<file path="src/tsec_consts.svh">
/*
 * Offsets, field positions, reset values and fixed levels of the two-stage
 * event controller. Definitions only; included by tsec_pkg, tsec_router and tsec_ctrl.
 */
`ifndef TSEC_CONSTS_SVH
`define TSEC_CONSTS_SVH

// register byte offsets on the wishbone port
`define TSEC_OFS_CORE_MASK   8'h00
`define TSEC_OFS_LATCH       8'h04
`define TSEC_OFS_PEND        8'h08
`define TSEC_OFS_CTRL        8'h0C
`define TSEC_OFS_RAISE       8'h10
`define TSEC_OFS_EXC_CAUSE   8'h14
`define TSEC_OFS_RT_MASK     8'h20
`define TSEC_OFS_RT_STATUS   8'h24
`define TSEC_OFS_ASSIGN0     8'h30
`define TSEC_OFS_ASSIGN1     8'h34
`define TSEC_OFS_ASSIGN2     8'h38
`define TSEC_OFS_ASSIGN3     8'h3C
// return address window: 16 words from here, one per level
`define TSEC_OFS_RET_BASE    2'b01

// router register indices
`define TSEC_RIDX_MASK       3'h0
`define TSEC_RIDX_ASSIGN0    3'h1
`define TSEC_RIDX_ASSIGN3    3'h4

// fixed event levels
`define TSEC_LVL_EMU         4'h0
`define TSEC_LVL_RST         4'h1
`define TSEC_LVL_NMI         4'h2
`define TSEC_LVL_EXC         4'h3
`define TSEC_LVL_RSVD        4'h4
`define TSEC_LVL_HWERR       4'h5
`define TSEC_LVL_TMR         4'h6
`define TSEC_LVL_GP_FIRST    4'h7
`define TSEC_LVL_NONE        5'h10

// field positions
`define TSEC_CTRL_GP_EN_BIT  0
`define TSEC_CAUSE_MIS_BIT   0
`define TSEC_CAUSE_UND_BIT   1

// reset values
`define TSEC_CORE_MASK_RST   16'h0000
`define TSEC_NONMASKABLE     16'h000F
`define TSEC_NONMASKABLE_LOW 4'hF
`define TSEC_CTRL_RST        1'b1
`define TSEC_RT_MASK_RST     32'h00000000
// default source assignment, one nibble per id holding level minus seven
`define TSEC_ASSIGN0_RST     32'h22211000
`define TSEC_ASSIGN1_RST     32'h43333332
`define TSEC_ASSIGN2_RST     32'h55555444
`define TSEC_ASSIGN3_RST     32'h66655555
// ids that carry a second, shared source
`define TSEC_SHARED_IDS      32'h80060006

`endif

</file>
<file path="src/tsec_pkg.sv">
/*
 * Types and shared helper functions of the two-stage event controller.
 * Assumes tsec_consts.svh on the include path.
 */
`include "tsec_consts.svh"

package tsec_pkg;

    typedef logic [3:0]  tsec_level_type;
    typedef logic [15:0] tsec_evvec_type;
    typedef logic [4:0]  tsec_rank_type;

    // lowest set bit, or the none value when nothing is set
    function automatic tsec_rank_type tsec_lowest(input tsec_evvec_type v);
        tsec_rank_type r;
        r = `TSEC_LVL_NONE;
        for (int i = 15; i >= 0; i--) begin
            if (v[i]) begin
                r = 5'(i);
            end
        end
        return r;
    endfunction : tsec_lowest

    // byte-lane merge of a wishbone write
    function automatic logic [31:0] tsec_merge(input logic [31:0] old_v,
                                               input logic [31:0] new_v,
                                               input logic [3:0]  sel);
        logic [31:0] r;
        r = old_v;
        for (int b = 0; b < 4; b++) begin
            if (sel[b]) begin
                r[b*8 +: 8] = new_v[b*8 +: 8];
            end
        end
        return r;
    endfunction : tsec_merge

endpackage : tsec_pkg

</file>
<file path="src/tsec_router.sv">
/*
 * System-level router: combines shared sources, masks, maps each peripheral
 * id onto one of nine general-purpose levels and registers the result.
 * Assumes register writes come as single-cycle strobes from tsec_ctrl.
 */
`timescale 1ns/1ps
`include "tsec_consts.svh"

module tsec_router
    import tsec_pkg::*;
(
    // clock and reset
    input  wire logic        sys_clk,
    input  wire logic        resetn,
    // peripheral sources
    input  wire logic [31:0] periph_req,
    input  wire logic [31:0] periph_req_alt,
    // register writes
    input  wire logic        reg_we,
    input  wire logic [2:0]  reg_idx,
    input  wire logic [31:0] reg_wdata,
    input  wire logic [3:0]  reg_wsel,
    // register state
    output logic [31:0]      router_mask_q,
    output logic [31:0]      router_status_q,
    output logic [3:0][31:0] assign_q,
    // levels 7..15 towards the prioritizer
    output logic [8:0]       gp_lines_q
);

    logic [31:0] combined;
    logic [8:0]  gp_lines_d;

    assign combined = periph_req | (periph_req_alt & `TSEC_SHARED_IDS);

    always_comb begin
        logic [3:0] nib;
        nib        = 4'h0;
        gp_lines_d = 9'h000;
        for (int id = 0; id < 32; id++) begin
            nib = assign_q[id / 8][(id % 8) * 4 +: 4];
            if (combined[id] && router_mask_q[id] && nib < 4'h9) begin
                gp_lines_d[nib] = 1'b1;
            end
        end
    end

    always_ff @(posedge sys_clk or negedge resetn) begin
        if (!resetn) begin
            gp_lines_q      <= 9'h000;
            router_status_q <= 32'h00000000;
        end else begin
            gp_lines_q      <= gp_lines_d;
            router_status_q <= combined;
        end
    end

    always_ff @(posedge sys_clk or negedge resetn) begin
        if (!resetn) begin
            router_mask_q <= `TSEC_RT_MASK_RST;
            assign_q[0]   <= `TSEC_ASSIGN0_RST;
            assign_q[1]   <= `TSEC_ASSIGN1_RST;
            assign_q[2]   <= `TSEC_ASSIGN2_RST;
            assign_q[3]   <= `TSEC_ASSIGN3_RST;
        end else if (reg_we) begin
            if (reg_idx == `TSEC_RIDX_MASK) begin
                router_mask_q <= tsec_merge(router_mask_q, reg_wdata, reg_wsel);
            end else if (reg_idx <= `TSEC_RIDX_ASSIGN3) begin
                assign_q[2'(reg_idx - 3'h1)] <= tsec_merge(assign_q[2'(reg_idx - 3'h1)],
                                                           reg_wdata, reg_wsel);
            end
        end
    end
endmodule : tsec_router

</file>
<file path="src/tsec_ctrl.sv">
/*
 * Two-stage event controller top: wishbone slave, router instance, edge
 * latches, fixed-priority nesting prioritizer and return address store.
 * Assumes the pipeline accepts a vector whenever core_ready is high and
 * issues core_ret when a handler of the given level returns.
 */
// Contract
// - five event classes, emulation, reset, nmi, exception, interrupt, handled separately.
// - emulation event puts the core into emulation mode under test port control.
// - nmi comes from the watchdog request or the external nmi pin.
// - exceptions are taken before the faulting instruction completes.
// - nested handlers allowed; higher priority pending always served first.
// - each class keeps its own return address; state saved on entry.
// - peripheral requests go through the router onto general-purpose levels.
// - nine general-purpose levels, seven through fifteen.
// - fixed priorities emulation 0, reset 1, nmi 2, exception 3, 4 unused.
// - hardware error 5, core timer 6, general levels 7 to 15.
// - router has a default mapping after reset; software may rewrite it.
// - ids 0, 1, 2 map to level 7 by default.
// - ids 3, 4 to level 8; ids 5 to 8 to level 9.
// - ids 9 to 14 map to level 10 by default.
// - ids 15 to 18 map to level 11 by default.
// - ids 19 to 28 map to level 12 by default.
// - ids 29 to 31 map to level 13 by default.
// - router mask bit set passes a source, clear blocks it.
// - router status bit shows the live request of each id.
// - latch sets two cycles after rising edge, clears when pending sets.
// - at least three cycles from rising edge to pending.
`timescale 1ns/1ps
`include "tsec_consts.svh"

module tsec_ctrl
    import tsec_pkg::*;
(
    // clock and reset
    input  wire logic        sys_clk,
    input  wire logic        resetn,
    // wishbone slave
    input  wire logic        wb_cyc_i,
    input  wire logic        wb_stb_i,
    input  wire logic        wb_we_i,
    input  wire logic [7:0]  wb_adr_i,
    input  wire logic [3:0]  wb_sel_i,
    input  wire logic [31:0] wb_dat_i,
    output logic [31:0]      wb_dat_o,
    output logic             wb_ack_o,
    // peripheral sources
    input  wire logic [31:0] periph_req,
    input  wire logic [31:0] periph_req_alt,
    // dedicated events
    input  wire logic        emu_req,
    input  wire logic        rst_req,
    input  wire logic        nmi_pin_req,
    input  wire logic        wdog_nmi_req,
    input  wire logic        exc_req,
    input  wire logic        exc_misalign,
    input  wire logic        exc_undef,
    input  wire logic        hw_err_req,
    input  wire logic        core_timer_req,
    // pipeline side
    input  wire logic        core_ready,
    input  wire logic [31:0] core_pc,
    input  wire logic        core_ret,
    input  wire logic [3:0]  core_ret_level,
    output logic             vec_valid_q,
    output tsec_level_type   vec_level_q,
    output logic             state_save_q,
    output logic             ret_valid_q,
    output logic [31:0]      ret_pc_q,
    output logic             emu_mode_q,
    output logic             sys_rst_q,
    output logic             exc_kill_q,
    output tsec_evvec_type   pend_q
);

    // bus decode
    logic            bus_req;
    logic            bus_wr;
    logic [7:0]      bus_ofs;
    logic [31:0]     rd_data;

    // router side
    logic            rt_we;
    logic [2:0]      rt_idx;
    logic [31:0]     rt_mask;
    logic [31:0]     rt_status;
    logic [3:0][31:0] rt_assign;
    logic [8:0]      gp_lines;

    // prioritizer state
    tsec_evvec_type  core_mask_q;
    logic            gp_en_q;
    tsec_evvec_type  latch_q;
    tsec_evvec_type  latch_d;
    tsec_evvec_type  ev_prev_q;
    tsec_evvec_type  ev_in;
    tsec_evvec_type  ev_edge;
    tsec_evvec_type  raise;
    tsec_evvec_type  eff_mask;
    tsec_evvec_type  eligible;
    tsec_evvec_type  take_vec;
    tsec_evvec_type  ret_vec;
    tsec_evvec_type  pend_d;
    tsec_rank_type   cand;
    tsec_rank_type   cur_lvl;
    logic            issue;
    logic            ret_ok;
    logic [1:0]      exc_cause_q;
    logic [31:0]     ret_addr [16];
    logic [31:0]     ret_sel_addr;

    assign bus_req = wb_cyc_i && wb_stb_i && !wb_ack_o;
    // writes land at the edge where the master sees ack
    assign bus_wr  = wb_cyc_i && wb_stb_i && wb_we_i && wb_ack_o;
    assign bus_ofs = {wb_adr_i[7:2], 2'b00};

    // router registers sit at 0x20 and 0x30..0x3C
    always_comb begin
        rt_we  = 1'b0;
        rt_idx = `TSEC_RIDX_MASK;
        case (bus_ofs)
            `TSEC_OFS_RT_MASK: begin
                rt_we  = bus_wr;
                rt_idx = `TSEC_RIDX_MASK;
            end
            `TSEC_OFS_ASSIGN0, `TSEC_OFS_ASSIGN1, `TSEC_OFS_ASSIGN2, `TSEC_OFS_ASSIGN3: begin
                rt_we  = bus_wr;
                rt_idx = 3'(bus_ofs[3:2]) + `TSEC_RIDX_ASSIGN0;
            end
            default: begin
                rt_we  = 1'b0;
                rt_idx = `TSEC_RIDX_MASK;
            end
        endcase
    end

    tsec_router u_router (
        .sys_clk         (sys_clk),
        .resetn          (resetn),
        .periph_req      (periph_req),
        .periph_req_alt  (periph_req_alt),
        .reg_we          (rt_we),
        .reg_idx         (rt_idx),
        .reg_wdata       (wb_dat_i),
        .reg_wsel        (wb_sel_i),
        .router_mask_q   (rt_mask),
        .router_status_q (rt_status),
        .assign_q        (rt_assign),
        .gp_lines_q      (gp_lines)
    );

    // read mux; unmapped offsets read zero
    assign ret_sel_addr = ret_addr[core_ret_level];

    always_comb begin
        rd_data = 32'h00000000;
        if (wb_adr_i[7:6] == `TSEC_OFS_RET_BASE) begin
            rd_data = ret_addr[wb_adr_i[5:2]];
        end else begin
            case (bus_ofs)
                `TSEC_OFS_CORE_MASK: rd_data = {16'h0000, core_mask_q & ~eff_unused()};
                `TSEC_OFS_LATCH:     rd_data = {16'h0000, latch_q};
                `TSEC_OFS_PEND:      rd_data = {16'h0000, pend_q};
                `TSEC_OFS_CTRL:      rd_data = {31'h00000000, gp_en_q};
                `TSEC_OFS_EXC_CAUSE: rd_data = {30'h00000000, exc_cause_q};
                `TSEC_OFS_RT_MASK:   rd_data = rt_mask;
                `TSEC_OFS_RT_STATUS: rd_data = rt_status;
                `TSEC_OFS_ASSIGN0:   rd_data = rt_assign[0];
                `TSEC_OFS_ASSIGN1:   rd_data = rt_assign[1];
                `TSEC_OFS_ASSIGN2:   rd_data = rt_assign[2];
                `TSEC_OFS_ASSIGN3:   rd_data = rt_assign[3];
                default:             rd_data = 32'h00000000;
            endcase
        end
    end

    // bits that can never be masked or never exist
    function automatic tsec_evvec_type eff_unused();
        return `TSEC_NONMASKABLE | (16'h0001 << `TSEC_LVL_RSVD);
    endfunction : eff_unused

    // one wait-free answer: ack in the cycle after the request is seen
    always_ff @(posedge sys_clk or negedge resetn) begin
        if (!resetn) begin
            wb_ack_o <= 1'b0;
            wb_dat_o <= 32'h00000000;
        end else begin
            wb_ack_o <= bus_req;
            if (bus_req) begin
                wb_dat_o <= rd_data;
            end
        end
    end

    always_ff @(posedge sys_clk or negedge resetn) begin
        if (!resetn) begin
            core_mask_q <= `TSEC_CORE_MASK_RST;
            gp_en_q     <= `TSEC_CTRL_RST;
        end else if (bus_wr) begin
            if (bus_ofs == `TSEC_OFS_CORE_MASK) begin
                core_mask_q <= 16'(tsec_merge({16'h0000, core_mask_q}, wb_dat_i, wb_sel_i));
            end
            if (bus_ofs == `TSEC_OFS_CTRL && wb_sel_i[0]) begin
                gp_en_q <= wb_dat_i[`TSEC_CTRL_GP_EN_BIT];
            end
        end
    end

    // software-raised events, one way to reach levels 14 and 15 besides router nibbles 7 and 8
    assign raise = (bus_wr && bus_ofs == `TSEC_OFS_RAISE) ?
                   16'(tsec_merge(32'h0, wb_dat_i, wb_sel_i)) : 16'h0000;

    // each class on its own level
    assign ev_in = {gp_lines, core_timer_req, hw_err_req, 1'b0, exc_req,
                    nmi_pin_req | wdog_nmi_req, rst_req, emu_req};

    assign ev_edge = ev_in & ~ev_prev_q;

    assign eff_mask = {core_mask_q[15:7] & {9{gp_en_q}}, core_mask_q[6:5], 1'b0,
                       `TSEC_NONMASKABLE_LOW};
    assign eligible = latch_q & eff_mask;
    assign cand     = tsec_lowest(eligible);
    assign cur_lvl  = tsec_lowest(pend_q);

    // only a more urgent event preempts
    assign issue    = core_ready && (cand < cur_lvl);
    assign take_vec = issue ? (16'h0001 << cand[3:0]) : 16'h0000;

    assign ret_ok   = core_ret && pend_q[core_ret_level];
    assign ret_vec  = ret_ok ? (16'h0001 << core_ret_level) : 16'h0000;

    // set wins over clear; level four never latches
    always_comb begin
        latch_d = (latch_q & ~take_vec) | ev_edge | raise;
        latch_d[`TSEC_LVL_RSVD] = 1'b0;
        pend_d  = (pend_q & ~ret_vec) | take_vec;
    end

    always_ff @(posedge sys_clk or negedge resetn) begin
        if (!resetn) begin
            ev_prev_q <= 16'h0000;
            latch_q   <= 16'h0000;
            pend_q    <= 16'h0000;
        end else begin
            ev_prev_q <= ev_in;
            latch_q   <= latch_d;
            // pending one edge after the latch
            pend_q    <= pend_d;
        end
    end

    // vector handoff and state save
    always_ff @(posedge sys_clk or negedge resetn) begin
        if (!resetn) begin
            vec_valid_q  <= 1'b0;
            vec_level_q  <= 4'h0;
            state_save_q <= 1'b0;
            sys_rst_q    <= 1'b0;
        end else begin
            vec_valid_q  <= issue;
            state_save_q <= issue;
            sys_rst_q    <= issue && cand[3:0] == `TSEC_LVL_RST;
            if (issue) begin
                vec_level_q <= cand[3:0];
            end
        end
    end

    always_ff @(posedge sys_clk) begin
        if (issue) begin
            ret_addr[cand[3:0]] <= core_pc;
        end
    end

    always_ff @(posedge sys_clk or negedge resetn) begin
        if (!resetn) begin
            ret_valid_q <= 1'b0;
            ret_pc_q    <= 32'h00000000;
        end else begin
            ret_valid_q <= ret_ok;
            if (ret_ok) begin
                ret_pc_q <= ret_sel_addr;
            end
        end
    end

    always_ff @(posedge sys_clk or negedge resetn) begin
        if (!resetn) begin
            emu_mode_q <= 1'b0;
        end else if (issue && cand[3:0] == `TSEC_LVL_EMU) begin
            emu_mode_q <= 1'b1;
        end else if (ret_vec[`TSEC_LVL_EMU]) begin
            emu_mode_q <= 1'b0;
        end
    end

    // kill the faulting instruction at once, cause kept for software
    always_ff @(posedge sys_clk or negedge resetn) begin
        if (!resetn) begin
            exc_kill_q  <= 1'b0;
            exc_cause_q <= 2'b00;
        end else begin
            exc_kill_q <= ev_edge[`TSEC_LVL_EXC];
            if (ev_edge[`TSEC_LVL_EXC]) begin
                exc_cause_q[`TSEC_CAUSE_MIS_BIT] <= exc_misalign;
                exc_cause_q[`TSEC_CAUSE_UND_BIT] <= exc_undef;
            end
        end
    end

    // past values the checks compare against
    tsec_rank_type cur_lvl_prev;
    tsec_evvec_type eff_mask_prev;
    always_ff @(posedge sys_clk) begin
        cur_lvl_prev  <= cur_lvl;
        eff_mask_prev <= eff_mask;
    end
endmodule : tsec_ctrl

</file>
<file path="config.mk">
export PLATFORM = sky130hd
export DESIGN_NAME = tsec_ctrl
export DESIGN_NICKNAME = d
export VERILOG_FILES = /design/src/tsec_pkg.sv /design/src/tsec_router.sv /design/src/tsec_ctrl.sv
export VERILOG_INCLUDE_DIRS = /design/src
export SDC_FILE = /design/constraint.sdc
export NUM_CORES = 2
export LEC_CHECK = 0
export BUFFER_PORTS_ARGS = -buffer_cell sky130_fd_sc_hd__buf_2
export CAP_MARGIN = 20
export CELL_PAD_IN_SITES_DETAIL_PLACEMENT = 0
export CELL_PAD_IN_SITES_GLOBAL_PLACEMENT = 2
export CORE_UTILIZATION = 25
export DETAILED_ROUTE_END_ITERATION = 7
export PLACE_DENSITY = 0.58
export SYNTH_ARGS = -nofsm -noshare
export SYNTH_HDL_FRONTEND = slang
export SYNTH_SLANG_ARGS = --single-unit
</file>
<file path="constraint.sdc">
create_clock -name sys_clk -period 8.2 [get_ports sys_clk]
set_input_delay 0.82 -clock sys_clk [delete_from_list [all_inputs] [get_ports sys_clk]]
set_output_delay 0.82 -clock sys_clk [all_outputs]
set_load 0.03 [all_outputs]
</file>
==> flow_metrics.tcl <==
set metrics [dict create \
    skew_ns 0.0682 \
    synth_top_family_by_area "multiplexers" \
    yosysTopAreaCell "edfxtp_1" \
    grt_pass1_wl_mm 232 \
    start_util 0.252 \
    relSlewSlack 0.208 \
    reg2reg_slack_ns 3.41 \
    r2r_cells 12 \
    layout-drive-gt1-share 0.306 \
    grt_pass1_vias 28400 \
    syn_avg_cell_area_um2 14.6 \
    fin_area_mm2 0.0485 \
    netlist_instances 2840 \
    wl_per_cell_um 31.5 \
    track_usage 0.197 \
    netlist.area_leader.share 0.370 \
    drtIter0Drc 2776 \
    critPathMaxFanout 32 \
    period_share 0.584 \
    hold_ws_ns 0.201 \
    gp_congestion 0.977 \
    syn_to_final_growth_pct 16.8 \
    htreeDepth 3 \
    wl_mm 167 \
    die_h_um 409 \
    r2r-end "ret_addr[11][19]" \
    ir_drop_uv 163 \
    end_kind "flop" \
    antenna_left 0 \
    layout_commonest_cell "edfxtp_1" \
    grt_setup_unrepaired "no" \
    cts_hold_buf 0 \
    synth_simple_gate_area_frac 0.0937 \
    cts-root-buf "clkbuf_16" \
    leakagePower_nw 16.7 \
    dr.pass1.iters 5 \
    clk_latency_ns 0.74 \
    drc 0 \
    cts.clk_slew.worst_paths_ns 0.06 \
    antenna_found_initial 29 \
    hold_class "in2async" \
    layout_common_cells "512 x edfxtp_1, 357 x mux4_2, 286 x dfrtp_1" \
    synth_flop_cell "edfxtp_1" \
    crit_type "reg2reg" \
    via_per_inst 5.33 \
    fin_crit_ns 4.79 \
    synthAdderAreaFrac 0.00422 \
    reg2reg_from "latch_q[7]" \
    ys_warn_count 0 \
    die_w_um 409 \
    portBuffers 221 \
    synthesis.area_mm2 0.0415 \
    num_rows 149 \
    startpoint_type "flop" \
    finalSetupTns_ns 0 \
    ys_ff_latch 847 \
    synthMuxAreaShare 0.224 \
    p_per_area_mw_per_mm2 220 \
    cts_tree "yes" \
    cts_buffer_depth 3 \
    synth_compound_area_frac 0.0789 \
    cts.sinks 847 \
    drv_cap 0 \
    cp.arrival_ns 5.10 \
    status "finished clean" \
    synth_edf_count 512 \
    setup_viol 0 \
    cts_setup_buffers 0 \
    grt_max_degree 121 \
    synthArstFlopShare 0.396 \
    drv_slew 0 \
    synth_area_leaders "edfxtp_1 37%, mux4_2 19%, dfrtp_1 17%" \
    synth-seq-area-share 0.574 \
    hold_viol 0 \
    fmax_ghz 0.209 \
    vias 28200 \
    synth_xor_area_frac 0 \
    max_slew.worst_pin.slew_ns 1.18 \
    dieArea_mm2 0.168 \
    final_nets 3193 \
    cp.required_ns 8.51 \
    core_mm2 0.165 \
    synth_cell_types 81 \
    cts_made_buffers 95 \
    grt-ovfl-total 0 \
    postPlaceCellArea_mm2 0.0451 \
    cts_resized 0 \
    post-dp-hpwl_mm 111 \
    io_pins 251 \
]
==> area by class of cell <==
class	count	area [um2]
clock buffers	127	2590
diodes	5	12.5
well taps	2189	2740
flip-flops and latches	847	23800
clock inverters	51	722
fillers	16600	116000
multi-input cells	1761	16900
inverters	42	159
repair buffers	272	1570
==> flip-flops by register name, indices dropped and copies added (netlist names), 16 cells and up <==
signal / flops
u_router.router_status_q: 32
pend_q: 16
ret_addr: 512
u_router.assign_q: 128
ret_pc_q: 32
wb_dat_o: 32
u_router.router_mask_q: 32
==> cell usage after synthesis (all sizes together), types with 17 or more instances <==
cell type / count
nor3b: 21
mux4: 357
o22ai: 29
nand3b: 23
nand4b: 24
mux2i: 32
nand2: 266
a31oi: 24
a41oi: 24
edfxtp: 512
or3: 18
nand3: 53
o21ai: 171
nand2b: 39
nor2: 105
a22oi: 62
a21oi: 31
nor3: 72
nor4: 41
inv: 42
clkbuf: 165
nor2b: 17
nand4: 18
dfrtp: 286
dfstp: 49
a221oi: 37
buf: 56
mux2: 82
==> power by group <==
part           switching [mW]  total [mW]  internal [mW]
Sequential              0.159        4.89           4.73
Combinational           0.788        1.24          0.453
Clock                    1.89        4.54           2.65
Total                    2.83        10.7           7.84
==> critical path, cell delays in order (launching register included) <==
cell and delay (ns):
dfrtp_1 0.45, a32o_1 0.33, o31ai_1 0.25, a21oi_1 0.12, o31a_1 0.50, ha_1 0.31, a211oi_1 0.20, o21ai_0 0.15
a41o_1 0.39, or3_1 0.39, o41a_1 0.32, nor3_2 0.25, buf_4 0.67
==> worst max path at each step <==
stage                start  slack [ns]                    endpoint  depth (start not counted)
2_1_floorplan   latch_q[7]        0.05                 latch_q[12]                         11
6_report        latch_q[7]        3.41            ret_addr[11][19]                         12
3_3_place_gp   wb_adr_i[2]        2.89  u_router.router_mask_q[24]                         12
4_1_cts         latch_q[7]        3.33            ret_addr[11][19]                         12
3_5_place_dp   wb_adr_i[2]        2.87  u_router.router_mask_q[27]                         12
5_1_grt         latch_q[7]        3.13            ret_addr[11][19]                         12
==> per-layer routing <==
layer / up-vias / track usage / wire, um
met5: - / 0 / 163
met4: 26 / 0.0506 / 4780
met3: 244 / 0.0371 / 10200
met2: 981 / 0.318 / 79100
met1: 15100 / 0.270 / 72400
li1: 11800 / - / -
==> through the flow <==
step / setup slack [ns] / util / power [mW] / std cells
2_1_floorplan: 0.0528 / - / 5.67 / 2871
5_1_grt: 3.13 / 0.294 / 11.0 / 5289
4_1_cts: 3.33 / 0.294 / 10.8 / 5288
6_report: 3.41 / 0.294 / 10.7 / 5294
3_5_place_dp: 2.87 / 0.274 / 6.24 / 5110
3_3_place_gp: 2.89 / 0.274 / 6.24 / 5110
==> kinds of logic (layout without fill, tap and decap cells) <==
family	after synthesis	in the layout
AND/OR/NAND/NOR	761	761
buffers and inverters	263	492
multiplexers	471	471
other	1	37
adder cells (fa/ha/maj)	14	14
flip-flops	847	847
AO/OA/AOI/OAI	483	483
No activity file was read; power rests on OpenSTA's default activity.
